File: src/shared/window_pkg.sv
// ============================================================
// window detector shared definitions
package window_pkg;

  // ============================================================
  // register addresses on the special function register bus
  localparam logic [7:0] ADDR_UPPER_LOW = 8'hC3;
  localparam logic [7:0] ADDR_UPPER_HIGH = 8'hC4;
  localparam logic [7:0] ADDR_LOWER_LOW = 8'hC5;
  localparam logic [7:0] ADDR_LOWER_HIGH = 8'hC6;
  localparam logic [7:0] ADDR_WORD_LOW = 8'hBD;
  localparam logic [7:0] ADDR_WORD_HIGH = 8'hBE;
  localparam logic [7:0] ADDR_CONTROL = 8'hE8;

  // ============================================================
  // field positions and reset values
  localparam int FLAG_BIT = 3;
  localparam logic [7:0] RST_UPPER_HIGH = 8'hFF;
  localparam logic [7:0] RST_UPPER_LOW = 8'hFF;
  localparam logic [7:0] RST_LOWER_HIGH = 8'h00;
  localparam logic [7:0] RST_LOWER_LOW = 8'h00;
  localparam logic [7:0] RST_WORD = 8'h00;
  localparam logic [7:0] READ_ZERO = 8'h00;
  localparam logic [4:0] NEG_GROUND = 5'h1F;
  localparam int WORD_W = 10;
  localparam int PAD_W = 6;

  // ============================================================
  // conversion spacing: least time of ten sar clocks at the fastest sar clock
  localparam int CORE_CLK_KHZ = 20000;
  localparam int SAR_CLK_MAX_KHZ = 3000;
  localparam int CONV_MIN_SAR_CLKS = 10;
  localparam int CONV_MIN_CYCLES =
    (CONV_MIN_SAR_CLKS * CORE_CLK_KHZ + SAR_CLK_MAX_KHZ - 1) / SAR_CLK_MAX_KHZ;
  localparam int GAP_W = 7;
  localparam logic [GAP_W-1:0] GAP_ZERO = 7'h00;
  localparam logic [GAP_W-1:0] GAP_ONE = 7'h01;

  // ============================================================
  // carriers
  typedef struct packed {
    logic [7:0] addr;
    logic wr;
    logic rd;
    logic [7:0] wdata;
  } sfr_req_s;

  typedef struct packed {
    logic done;
    logic [WORD_W-1:0] word;
  } conv_in_s;

  typedef struct packed {
    logic [7:0] upper_high;
    logic [7:0] upper_low;
    logic [7:0] lower_high;
    logic [7:0] lower_low;
    logic [7:0] word_high;
    logic [7:0] word_low;
    logic flag;
    logic [GAP_W-1:0] gap;
    logic [7:0] rdata;
  } win_state_s;

endpackage

File: src/logic/window_compare.sv
`timescale 1ns/1ps
// ============================================================
// window comparison on justified 16-bit words
module window_compare
(
  // operands
  input wire logic [15:0] data,
  input wire logic [15:0] upper,
  input wire logic [15:0] lower,
  input wire logic signed_mode,
  // result
  output logic inside_mode,
  output logic match
);

  // one ordering test serves limit ordering and both bounds
  function automatic logic less_than(input logic [15:0] a, input logic [15:0] b,
                                     input logic sgn);
    less_than = sgn ? ($signed(a) < $signed(b)) : (a < b);
  endfunction

  // lower above upper means inside window, otherwise outside
  always_comb
  begin
    inside_mode = less_than(upper, lower, signed_mode);
    if (inside_mode)
    begin
      match = less_than(upper, data, signed_mode) && less_than(data, lower, signed_mode);
    end
    else
    begin
      match = less_than(data, lower, signed_mode) || less_than(upper, data, signed_mode);
    end
  end

endmodule // window_compare

File: src/logic/window_detector.sv
`timescale 1ns/1ps
// ============================================================
module window_detector
#(
  parameter int MIN_SPACING = window_pkg::CONV_MIN_CYCLES
)
(
  // clock and reset
  input wire logic core_clk,
  input wire logic sys_rst,
  // register bus
  input wire window_pkg::sfr_req_s sfr_req,
  output logic [7:0] sfr_rdata,
  // converter result and configuration
  input wire window_pkg::conv_in_s conv_in,
  input wire logic justify_select,
  input wire logic [4:0] negative_input_select,
  // status out
  output logic window_match_flag,
  output logic conv_refused
);

  // ============================================================
  // state
  window_pkg::win_state_s st_q;
  window_pkg::win_state_s st_d;
  logic [15:0] data16;
  logic [15:0] upper16;
  logic [15:0] lower16;
  logic diff_mode;
  logic accept;
  logic match;
  logic inside_mode;
  logic ctrl_wr;

  // ============================================================
  // input formatting and comparison
  // mode follows the negative input choice
  assign diff_mode = (negative_input_select != window_pkg::NEG_GROUND);
  assign upper16 = {st_q.upper_high, st_q.upper_low};
  assign lower16 = {st_q.lower_high, st_q.lower_low};

  // sign bits fill the top only for differential data, since single-ended codes are unsigned
  always_comb
  begin
    if (justify_select)
    begin
      data16 = {conv_in.word, {window_pkg::PAD_W{1'b0}}};
    end
    else if (diff_mode)
    begin
      data16 = {{window_pkg::PAD_W{conv_in.word[window_pkg::WORD_W-1]}}, conv_in.word};
    end
    else
    begin
      data16 = {{window_pkg::PAD_W{1'b0}}, conv_in.word};
    end
  end

  // the comparator sees the justified word and justified limits alike
  window_compare u_cmp
  (
    .data(data16),
    .upper(upper16),
    .lower(lower16),
    .signed_mode(diff_mode),
    .inside_mode(inside_mode),
    .match(match)
  );

  // results arriving closer than the conversion time are refused
  assign accept = conv_in.done && (st_q.gap == window_pkg::GAP_ZERO);
  assign ctrl_wr = sfr_req.wr && (sfr_req.addr == window_pkg::ADDR_CONTROL);

  // ============================================================
  // next state
  always_comb
  begin
    st_d = st_q;
    // spacing counter
    if (accept)
    begin
      st_d.gap = MIN_SPACING[window_pkg::GAP_W-1:0] - window_pkg::GAP_ONE;
    end
    else if (st_q.gap != window_pkg::GAP_ZERO)
    begin
      st_d.gap = st_q.gap - window_pkg::GAP_ONE;
    end
    // register writes
    if (sfr_req.wr)
    begin
      unique case (sfr_req.addr)
        window_pkg::ADDR_UPPER_HIGH: st_d.upper_high = sfr_req.wdata;
        window_pkg::ADDR_UPPER_LOW: st_d.upper_low = sfr_req.wdata;
        window_pkg::ADDR_LOWER_HIGH: st_d.lower_high = sfr_req.wdata;
        window_pkg::ADDR_LOWER_LOW: st_d.lower_low = sfr_req.wdata;
        window_pkg::ADDR_CONTROL: st_d.flag = sfr_req.wdata[window_pkg::FLAG_BIT];
        default: st_d.flag = st_q.flag;
      endcase
    end
    // result write and comparison on one edge; a match beats a clear
    if (accept)
    begin
      st_d.word_high = data16[15:8];
      st_d.word_low = data16[7:0];
      if (match)
      begin
        st_d.flag = 1'b1;
      end
    end
    // registered read data, unmapped addresses read zero
    if (sfr_req.rd)
    begin
      unique case (sfr_req.addr)
        window_pkg::ADDR_UPPER_HIGH: st_d.rdata = st_q.upper_high;
        window_pkg::ADDR_UPPER_LOW: st_d.rdata = st_q.upper_low;
        window_pkg::ADDR_LOWER_HIGH: st_d.rdata = st_q.lower_high;
        window_pkg::ADDR_LOWER_LOW: st_d.rdata = st_q.lower_low;
        window_pkg::ADDR_WORD_HIGH: st_d.rdata = st_q.word_high;
        window_pkg::ADDR_WORD_LOW: st_d.rdata = st_q.word_low;
        window_pkg::ADDR_CONTROL:
        begin
          st_d.rdata = window_pkg::READ_ZERO;
          st_d.rdata[window_pkg::FLAG_BIT] = st_q.flag;
        end
        default: st_d.rdata = window_pkg::READ_ZERO;
      endcase
    end
  end

  // ============================================================
  // state register
  always_ff @(posedge core_clk)
  begin
    if (sys_rst)
    begin
      st_q.upper_high <= window_pkg::RST_UPPER_HIGH;
      st_q.upper_low <= window_pkg::RST_UPPER_LOW;
      st_q.lower_high <= window_pkg::RST_LOWER_HIGH;
      st_q.lower_low <= window_pkg::RST_LOWER_LOW;
      st_q.word_high <= window_pkg::RST_WORD;
      st_q.word_low <= window_pkg::RST_WORD;
      st_q.flag <= 1'b0;
      st_q.gap <= window_pkg::GAP_ZERO;
      st_q.rdata <= window_pkg::READ_ZERO;
    end
    else
    begin
      st_q <= st_d;
    end
  end

  // flag doubles as the request line toward the interrupt logic
  assign window_match_flag = st_q.flag;
  assign sfr_rdata = st_q.rdata;
  assign conv_refused = conv_in.done && !accept;
endmodule // window_detector

File: config.mk
export PLATFORM = sky130hd
export DESIGN_NAME = window_detector
export DESIGN_NICKNAME = d
export VERILOG_FILES = /design/src/shared/window_pkg.sv /design/src/logic/window_compare.sv /design/src/logic/window_detector.sv
export SDC_FILE = /design/constraint.sdc
export NUM_CORES = 1
export LEC_CHECK = 0
export ABC_CLOCK_PERIOD_IN_PS = 2300
export BUFFER_PORTS_ARGS = -buffer_cell sky130_fd_sc_hd__buf_2
export CORE_MARGIN = 4
export CORE_UTILIZATION = 53
export DETAILED_ROUTE_END_ITERATION = 12
export HOLD_SLACK_MARGIN = 0.1
export PLACE_DENSITY = 0.76
export SLEW_MARGIN = 10
export SYNTH_ARGS = -nofsm -noshare
export SYNTH_HDL_FRONTEND = slang
export SYNTH_SLANG_ARGS = --single-unit
File: constraint.sdc
create_clock -name core_clk -period 2.3 [get_ports core_clk]
set_input_delay 0.115 -clock core_clk [delete_from_list [all_inputs] [get_ports core_clk]]
set_output_delay 0.115 -clock core_clk [all_outputs]
set_load 0.02 [all_outputs]
==> impl_metrics.py, run 1 <==
metrics = {
    "yosys": {
        "synth-simple-area-share_pct": 22.1,
        "synth_area_um2": 4160,
        "yosys_most_used_dff": "dfxtp_1",
        "syn_nets": 599,
        "synth-seq-area-share_pct": 30.8,
        "synth_top_area_share_pct": 30.8,
        "synthTopCellsByArea": "dfxtp_1 31%, ha_1 14%, nand2_1 7.9%",
        "ys_async_sr_fraction_pct": 0,
        "synth-compound-area-share_pct": 17.8,
        "netlist_instances": 516,
        "yosys_warnings": 0,
        "synth-edff-count": 0,
        "synth.avg_cell_area_um2": 8.07,
        "synth_mux_area_share_pct": 7.21,
        "synthAdderAreaFrac_pct": 13.8,
        "yosys_register_bits": 64,
        "netlist.top_cell.by_area": "dfxtp_1",
        "synth_xor_area_share_pct": 1.05,
        "synthDistinctLibCells": 49,
        "synth_top_family_by_area": "simple AND/OR/NAND/NOR gates",
    },
    "pwr": {
        "seqPwrFrac_pct": 42.1,
        "clock_power_share_pct": 32.6,
        "combinationalPowerShare_pct": 25.3,
        "irDropWorstVdd_v": 0.000348,
        "powerDensity_nw_per_um2": 625,
        "power.leakage_nw": 2.20,
        "p_int_mw": 2.09,
        "p_sw_mw": 0.959,
        "p_sw_share_pct": 31.5,
    },
    "critical_path": {
        "cp-start-kind": "flop",
        "r2r_cells": 9,
        "worstPathRequired_ns": 2.58,
        "path_depth": 9,
        "critical_path_class": "flop to flop",
        "cp_max_fo": 3,
        "crit_buf_inv": 1,
        "cp.arrival_ns": 2.40,
        "path_delay_family": "compound AO/OA/AOI/OAI gates",
        "path_cells": "inv_1 > ha_1 > o21ai_1 > a31oi_1 > o311a_1 > a2111oi_4 > mux2i_1 > o21ai_1 > a31oi_1",
        "critPathCaptureType": "flop",
        "slowest_stage": "o311a_1",
        "cp_slowest_stage_delay_ns": 0.41,
    },
    "timing": {
        "skew_ns": 0.00937,
        "fin_tns_setup_ns": 0,
        "finalMaxSlewViolations": 0,
        "fin_crit_ns": 2.12,
        "rsz0062_at_grt": "no",
        "worst_pin_slew_ns": 0.631,
        "max_clock_freq_ghz": 0.472,
        "hold_viol": 0,
        "setup_viol": 0,
        "max_slew_margin_pct": 56.9,
        "fin_crit_sh_pct": 92.1,
    },
    "global_route": {
        "grt_pass1_vias": 3724,
        "grt-ovfl-total": 0,
        "antenna_found_initial": 0,
        "grt.total_usage_pct": 24.3,
        "grt_max_degree": 65,
        "grt_pass1_wl_mm": 18.5,
    },
    "cts": {
        "worstSkewPairLatency_ns": 0.35,
        "cts_sinks": 64,
        "numCtsBuffers": 9,
        "clockBufferDepth": 2,
        "clk_pin_slew_ns": 0.08,
        "cts_root_buf": "clkbuf_8",
        "h-tree-depth": 3,
        "cts_tree": "yes",
        "cts_setup_buffers": 0,
    },
    "finish": {
        "layout_common_cells": "88 x nand2_1, 63 x dfxtp_1, 46 x ha_1, 46 x buf_2, 42 x a21oi_1",
        "fill_cells": 714,
        "nNetsFinal": 660,
        "layout_commonest_cell": "nand2_1",
        "area_delta_synth_final_pct": 17.0,
        "utilization_pct": 63.4,
        "drive_above_1_share_pct": 17.2,
        "multi_input_area_um2": 2600,
        "final_area_um2": 4870,
        "final-seq-area_um2": 1280,
        "insertedDiodeCount": 0,
    },
    "floorplan": {
        "die_h_um": 96.6,
        "die_width_um": 96.6,
        "core_area_um2": 7690,
        "die_area_um2": 9340,
        "initial_core_util_pct": 54.2,
        "row_count": 32,
        "ios": 47,
    },
    "place": {
        "gp_congestion": 0.924,
        "placed_cell_area_um2": 4550,
        "dp_hpwl_mm": 8.74,
        "portBuffers": 46,
    },
    "routing": {
        "dr.pass1.iters": 4,
        "final_antenna_net_count": 0,
        "drc": 0,
        "post_drt_wl_per_cell_um": 16.4,
        "routed_wirelength_mm": 11.2,
        "drt_iter0_markers": 189,
        "vias_per_cell": 5.62,
        "dr_total_vias": 3847,
    },
    "outcome": {
        "outcome": "finished, final reports clean",
    },
    "hold_path": {
        "hold-path-cell-count": 4,
        "worstHoldPathType": "input port to flop",
    },
    "job": {
        "drv_cap": 0,
    },
}
power by group through the flow:
| stage | clock network [mW] | logic (mW) | registers [mW] |
|---|---|---|---|
| after floorplan | 0 | 0.538 | 1.29 |
| after global placement | 0 | 0.726 | 1.30 |
| after detailed placement | 0 | 0.751 | 1.31 |
| after CTS | 1.01 | 0.767 | 1.28 |
| after global routing | 1.07 | 0.872 | 1.29 |
| final | 0.994 | 0.771 | 1.28 |
cell type report:
| cell class | count | area share, % |
|---|---|---|
| sequential | 64 | 26.3 |
| clock inverter | 6 | 1.39 |
| clock buffer | 10 | 2.82 |
| inverter | 39 | 3.00 |
| tap | 102 | 2.62 |
| multi-input combinational | 383 | 53.4 |
| timing repair buffer | 80 | 10.4 |
worst min-delay path, delay by kind of cell:
family	cells	cell delay (ns)
buffers and inverters	2	0.21
and+or+nand+nor	1	0.09
AOI/OAI and AO/OA	1	0.05
cell families after synthesis:
kind of cell,Yosys count
DFF,64
xor gates and xnor gates,5
and+or+nand+nor,189
adders and majority gates,46
AOI/OAI and AO/OA,113
buffers and inverters,69
muxes,30
stage by stage:
| stage | worst slack [ns] | power (mW) | std cells | hold slack (ns) |
|---|---|---|---|---|
| after floorplan | 0.00248 | 1.83 | 516 | 0.236 |
| after global placement | -0.0441 | 2.03 | 659 | 0.369 |
| after detailed placement | -0.172 | 2.06 | 659 | 0.379 |
| after CTS | 0.0648 | 3.06 | 684 | 0.171 |
| after global routing | 0.000660 | 3.24 | 684 | 0.204 |
| final | 0.183 | 3.05 | 684 | 0.181 |
sequential cells by signal, indices dropped and copies added (netlist names):
register and count:
lower16 16, sfr_rdata 8, window_match_flag 1, st_q 39
path summary, 6_finish.rpt:
| kind | from | endpoint | slack, ns |
|---|---|---|---|
| setup / recovery | lower16[1]$_SDFFE_PP0P_ | window_match_flag$_SDFF_PP0_ | 0.18 |
| hold / removal | sfr_req[8] | sfr_rdata[1]$_SDFFE_PP0P_ | 0.18 |
| setup reg to reg | lower16[1]$_SDFFE_PP0P_ | window_match_flag$_SDFF_PP0_ | 0.18 |
| hold reg to reg | sfr_rdata[0]$_SDFFE_PP0P_ | sfr_rdata[0]$_SDFFE_PP0P_ | 0.46 |
cell usage after synthesis, types with 9 or more instances:
cell / number
a21o_1: 13
a21oi_1: 44
a22o_1: 9
buf_4: 10
clkbuf_1: 13
dfxtp_1: 64
ha_1: 46
inv_1: 39
mux2i_1: 30
nand2_1: 88
nand3b_1: 19
nor2_1: 35
o21ai_0: 16
routing by layer:
| layer | vias to the layer above | track usage, % | wire, um |
|---|---|---|---|
| li1 | 1913 | - | - |
| met1 | 1821 | 33.0 | 5180 |
| met2 | 94 | 39.5 | 5410 |
| met3 | 19 | 3.68 | 442 |
| met4 | 0 | 7.99 | 218 |
| met5 | - | 0 | 0 |
what timing repair did:
action,in CTS,in global routing
hold buffers,9,0
endpoints found under the setup margin,0,1
hold endpoints to repair,33,0
gates resized for setup,0,6
Power figures use the tool's default switching activity.
==> inputs of run 2 (changes only) <==
--- a/config.mk
+++ b/config.mk
@@ -6,10 +6,10 @@
 export NUM_CORES = 1
 export LEC_CHECK = 0
 export ABC_CLOCK_PERIOD_IN_PS = 2300
-export BUFFER_PORTS_ARGS = -buffer_cell sky130_fd_sc_hd__buf_2
 export CORE_MARGIN = 4
-export CORE_UTILIZATION = 53
+export CORE_UTILIZATION = 58
 export DETAILED_ROUTE_END_ITERATION = 12
+export DONT_BUFFER_PORTS = 1
 export HOLD_SLACK_MARGIN = 0.1
 export PLACE_DENSITY = 0.76
 export SLEW_MARGIN = 10
==> run 2 against run 1 <==
Against the previous run: via count fell by 1.4%; wire length rose by 1.9%; die area fell by 7.9%; sequential cell count did not move; critical endpoint unchanged.
==> impl_metrics.py, run 2 (synthesis results as in run 1) <==
metrics = {
    "pwr": {
        "combinationalPowerShare_pct": 25.7,
        "p_int_mw": 2.00,
        "irDropWorstVdd_v": 0.000736,
        "power_mw": 2.94,
        "seqPwrFrac_pct": 43.7,
        "power.leakage_nw": 2.02,
        "clock_power_share_pct": 30.5,
        "p_sw_mw": 0.944,
        "p_sw_share_pct": 32.1,
        "powerDensity_nw_per_um2": 627,
    },
    "place": {
        "dp.cells": 603,
        "portBuffers": 0,
        "place_ws_ns": -0.0424,
        "gp_congestion": 0.992,
        "dp_hpwl_mm": 8.76,
    },
    "timing": {
        "max_clock_freq_ghz": 0.447,
        "rsz0062_at_grt": "no",
        "skew_ns": 0.00732,
        "setup_ws_ns": 0.0645,
        "hold_viol": 0,
        "setup_viol": 0,
        "finalMaxSlewViolations": 0,
        "fin_crit_sh_pct": 97.2,
        "fin_crit_ns": 2.24,
        "max_slew_margin_pct": 45.8,
        "worst_pin_slew_ns": 0.792,
    },
    "critical_path": {
        "cp_slowest_stage_delay_ns": 0.70,
        "critPathCaptureType": "flop",
        "reg2reg_from": "lower16[1]$_SDFFE_PP0P_",
        "reg2reg_to": "window_match_flag$_SDFF_PP0_",
        "ff2ff_setup_slack_ns": 0.06,
        "path_delay_family": "compound AO/OA/AOI/OAI gates",
        "slowest_stage": "a2111oi_0",
        "worstPathRequired_ns": 2.52,
        "path_cells": "inv_1 > ha_1 > a2111oi_0 > o31ai_2 > o32a_1 > o21ai_1 > a31oi_1",
        "crit_start": "lower16[1]$_SDFFE_PP0P_",
        "cp-start-kind": "flop",
        "critical_path_class": "flop to flop",
        "cp.arrival_ns": 2.45,
        "cp_max_fo": 2,
        "r2r_cells": 7,
        "crit_buf_inv": 1,
    },
    "cts": {
        "cts_sinks": 64,
        "h-tree-depth": 3,
        "clk_pin_slew_ns": 0.07,
        "clockBufferDepth": 2,
        "worstSkewPairLatency_ns": 0.35,
        "numCtsBuffers": 9,
        "cts_root_buf": "clkbuf_8",
        "cts_tree": "yes",
    },
    "finish": {
        "layout_commonest_cell": "nand2_1",
        "insertedDiodeCount": 0,
        "nNetsFinal": 619,
        "largest_register_ff_count": 39,
        "layout_common_cells": "88 x nand2_1, 64 x dfxtp_1, 44 x ha_1",
        "final_cells": 637,
        "drive_above_1_share_pct": 9.80,
        "area_delta_synth_final_pct": 12.7,
        "regMostFlops": "st_q",
    },
    "floorplan": {
        "core_area_um2": 6870,
        "initial_core_util_pct": 60.6,
        "ios": 47,
        "die_h_um": 92.7,
        "die_width_um": 92.7,
        "die_area_um2": 8600,
        "row_count": 30,
    },
    "global_route": {
        "grt_pass1_vias": 3647,
        "grt_pass1_wl_mm": 18.3,
        "grt.total_usage_pct": 27.4,
        "grt_max_degree": 65,
        "antenna_found_initial": 0,
        "grt-ovfl-total": 0,
    },
    "routing": {
        "vias_per_cell": 5.96,
        "dr_total_vias": 3795,
        "post_drt_wl_per_cell_um": 18.0,
        "routed_wirelength_mm": 11.5,
        "dr.pass1.iters": 5,
        "drt_iter0_markers": 272,
        "drc": 0,
        "final_antenna_net_count": 0,
    },
    "outcome": {
        "outcome": "finished, final reports clean",
    },
    "hold_path": {
        "hold-path-cell-count": 4,
        "holdPathEnd": "st_q[16]$_SDFFE_PP0P_",
        "worstHoldPathType": "input port to flop",
        "worst_hold_startpoint": "justify_select",
    },
    "job": {
        "drv_cap": 0,
    },
}
[run 2: cell count changes in the layout (fill, tap and decap cells not counted), sizes merged]
cell,change
clkbuf,+2
buf,-47
bufinv,-1
dlygate4sd3,+6
inv,-1
[run 2: worst max-delay path by stage]
stage / to / slack (ns) / cells after the start
after floorplan: window_match_flag$_SDFF_PP0_ / 0.002 / 12
after global placement: window_match_flag$_SDFF_PP0_ / 0.07 / 12
after detailed placement: window_match_flag$_SDFF_PP0_ / -0.04 / 12
after CTS: window_match_flag$_SDFF_PP0_ / 0.01 / 11
after global routing: window_match_flag$_SDFF_PP0_ / 0.04 / 11
final: window_match_flag$_SDFF_PP0_ / 0.06 / 7
[run 2: per-stage QoR]
stage	utilization, %	setup TNS (ns)	cell area [um2]	hold slack, ns
after floorplan	-	0	4170	0.236
after CTS	67.6	0	4640	0.107
after global routing	68.3	0	4690	0.160
final	68.3	0	4690	0.116
after global placement	62.4	0	4290	0.191
after detailed placement	62.4	-0.0424	4290	0.194
[run 2: tightest hold or removal path: cells and delay by family]
family	cells	cell delay (ns)
compound gates	1	0.11
simple gates	3	0.20
[run 2: layout make-up]
cell class | count | area [um2]
inverters | 39 | 146
well taps | 96 | 120
fillers | 575 | 2180
clock inverters | 4 | 28.8
flip-flops and latches | 64 | 1280
repair buffers | 39 | 343
clock buffers | 12 | 155
multi-input cells | 383 | 2620
[run 2: what timing repair did]
| item | in CTS | in global routing |
|---|---|---|
| gates resized for setup | 0 | 6 |
| setup endpoints to repair | 0 | 1 |
| buffers inserted | 0 | 2 |
| endpoints found under the hold margin | 64 | 0 |
| hold buffers | 16 | 0 |
[run 2: per-layer routing]
layer	up-vias	global-route usage, %	share of wire (%)
met5	-	0	0
met1	1783	36.8	42
met4	0	11.5	3.6
met2	154	42.4	46
li1	1826	-	-
met3	32	6.01	9.1
[run 2: power by group through the flow]
| stage | combinational (mW) | sequential (mW) | clock (mW) |
|---|---|---|---|
| final | 0.757 | 1.29 | 0.898 |
| after global routing | 0.854 | 1.30 | 0.946 |
| after CTS | 0.744 | 1.28 | 0.906 |
| after detailed placement | 0.681 | 1.31 | 0 |
| after global placement | 0.656 | 1.30 | 0 |
| after floorplan | 0.538 | 1.29 | 0 |
==> inputs of run 3 (changes only) <==
--- a/config.mk
+++ b/config.mk
@@ -6,6 +6,7 @@
 export NUM_CORES = 1
 export LEC_CHECK = 0
 export ABC_CLOCK_PERIOD_IN_PS = 2300
+export CAP_MARGIN = 40
 export CORE_MARGIN = 4
 export CORE_UTILIZATION = 58
 export DETAILED_ROUTE_END_ITERATION = 12
==> constraint.sdc (replaced) <==
create_clock -name core_clk -period 2.3 [get_ports core_clk]
set_input_delay 0.115 -clock core_clk [delete_from_list [all_inputs] [get_ports core_clk]]
set_output_delay 0.115 -clock core_clk [all_outputs]
set_load 0.005 [all_outputs]
==> run 3 against run 2 <==
Against the previous run: utilization is 0.073 points lower; die area stayed put; largest power group unchanged; clock skew is 0.0054 ns higher; clock power is 4.1% higher; final area is 0.11% lower; largest cell class unchanged.
==> impl_metrics.py, run 3 (synthesis results as in run 1) <==
metrics = {
    "global_route": {
        "antenna_found_initial": 0,
        "grt_pass1_vias": 3745,
        "grt.total_usage_pct": 27.4,
        "grt_max_degree": 65,
        "grt-ovfl-total": 0,
        "grt_pass1_wl_mm": 18.4,
    },
    "floorplan": {
        "die_width_um": 92.7,
        "row_count": 30,
        "initial_core_util_pct": 60.6,
        "die_area_um2": 8600,
        "core_area_um2": 6870,
        "die_h_um": 92.7,
        "ios": 47,
    },
    "hold_path": {
        "worstHoldPathType": "input port to flop",
    },
    "finish": {
        "area_delta_synth_final_pct": 12.5,
        "layout_common_cells": "87 x nand2_1, 64 x dfxtp_1, 46 x ha_1",
        "regMostFlops": "st_q",
        "final_area_um2": 4680,
        "nNetsFinal": 620,
        "layout_commonest_cell": "nand2_1",
        "largest_register_ff_count": 39,
        "final_cells": 638,
        "insertedDiodeCount": 0,
        "fill_cells": 586,
        "drive_above_1_share_pct": 9.41,
    },
    "timing": {
        "fin_tns_setup_ns": 0,
        "max_slew_margin_pct": 57.5,
        "skew_ns": 0.0127,
        "hold_ws_ns": 0.140,
        "hold_viol": 0,
        "finalMaxSlewViolations": 0,
        "worst_pin_slew_ns": 0.622,
        "setup_viol": 0,
        "setup_ws_ns": 0.0492,
        "fin_crit_sh_pct": 97.9,
        "fin_crit_ns": 2.25,
        "max_clock_freq_ghz": 0.444,
    },
    "place": {
        "placed_cell_area_um2": 4290,
        "dp_hpwl_mm": 8.74,
        "place_ws_ns": -0.0727,
        "dp.cells": 603,
        "gp_congestion": 0.992,
        "portBuffers": 0,
    },
    "routing": {
        "dr.pass1.iters": 6,
        "routed_wirelength_mm": 11.5,
        "final_antenna_net_count": 0,
        "vias_per_cell": 5.98,
        "wl_met2_mm": 5.42,
        "wl_met3_um": 828,
        "post_drt_wl_per_cell_um": 18.1,
        "drt-met1-wl_mm": 4.97,
        "drc": 0,
        "routed.top_layer": "met4",
        "dr_total_vias": 3815,
        "drt_iter0_markers": 342,
    },
    "cts": {
        "clockBufferDepth": 2,
        "cts_root_buf": "clkbuf_8",
        "h-tree-depth": 3,
        "cts_tree": "yes",
        "clk_pin_slew_ns": 0.08,
        "cts_sinks": 64,
        "numCtsBuffers": 9,
        "worstSkewPairLatency_ns": 0.35,
    },
    "pwr": {
        "irDropWorstVdd_v": 0.000637,
        "combinationalPowerShare_pct": 25.7,
        "seqPwrFrac_pct": 43.0,
        "power.leakage_nw": 2.04,
        "p_sw_mw": 0.955,
        "powerDensity_nw_per_um2": 638,
        "p_int_mw": 2.03,
        "p_sw_share_pct": 31.9,
        "clock_power_share_pct": 31.3,
    },
    "job": {
        "drv_cap": 0,
    },
    "outcome": {
        "outcome": "finished, final reports clean",
    },
    "critical_path": {
        "cp_max_fo": 2,
        "critPathCaptureType": "flop",
        "worstPathRequired_ns": 2.58,
        "critical_path_class": "input port to flop",
        "cp-start-kind": "input port",
        "cp.arrival_ns": 2.53,
    },
}
## run 3: final timing paths
check	startpoint	endpoint	slack, ns	cells past startpoint
min reg2reg	st_q[20]$_SDFFE_PP0P_	st_q[20]$_SDFFE_PP0P_	0.46	2
max reg2reg	st_q[8]$_SDFFE_PP0P_	st_q[21]$_SDFFE_PP0P_	0.08	9
min	justify_select	st_q[16]$_SDFFE_PP0P_	0.14	4
max	conv_in[1]	window_match_flag$_SDFF_PP0_	0.05	11
## run 3: stage by stage
step,power (mW),util (%)
after floorplan,1.82,-
after global placement,1.95,62.4
after detailed placement,1.98,62.4
after CTS,2.97,67.9
after global routing,3.15,68.2
final,2.99,68.2
## run 3: timing repair
item	CTS	global route
hold buffers	17	0
resized for setup	0	4
buffers inserted	0	2
setup endpoints to repair	0	2
hold endpoints to repair	64	0
## run 3: final cells by class
| cell class | count | area (um2) | area share [%] |
|---|---|---|---|
| sequential | 64 | 1280 | 27.4 |
| inverter | 39 | 146 | 3.12 |
| multi-input combinational | 383 | 2590 | 55.3 |
| clock buffer | 13 | 169 | 3.61 |
| tap | 96 | 120 | 2.56 |
| clock inverter | 3 | 25.0 | 0.534 |
| timing repair buffer | 40 | 353 | 7.53 |
## run 3: power groups by stage
stage	clock [mW]	combinational [mW]	sequential [mW]
3_3_place_gp	0	0.648	1.30
4_1_cts	0.947	0.740	1.28
2_1_floorplan	0	0.529	1.29
5_1_grt	0.990	0.867	1.30
3_5_place_dp	0	0.672	1.31
6_report	0.935	0.768	1.29
## run 3: layer usage
metal  GRT usage, %  vias up
met1           36.4     1830
met5              0        -
met3           6.74       25
met2           43.4      133
li1               -     1827
met4           9.52        0
## run 3: critical path, stage by stage
cell and delay (ns):
dlygate4sd3_1 0.54, nand2b_1 0.12, inv_1 0.07, ha_1 0.29
o21ai_2 0.13, a31oi_1 0.07, o311a_1 0.40, a2111oi_4 0.29
mux2i_1 0.26, nand2_1 0.08, a31oi_1 0.17
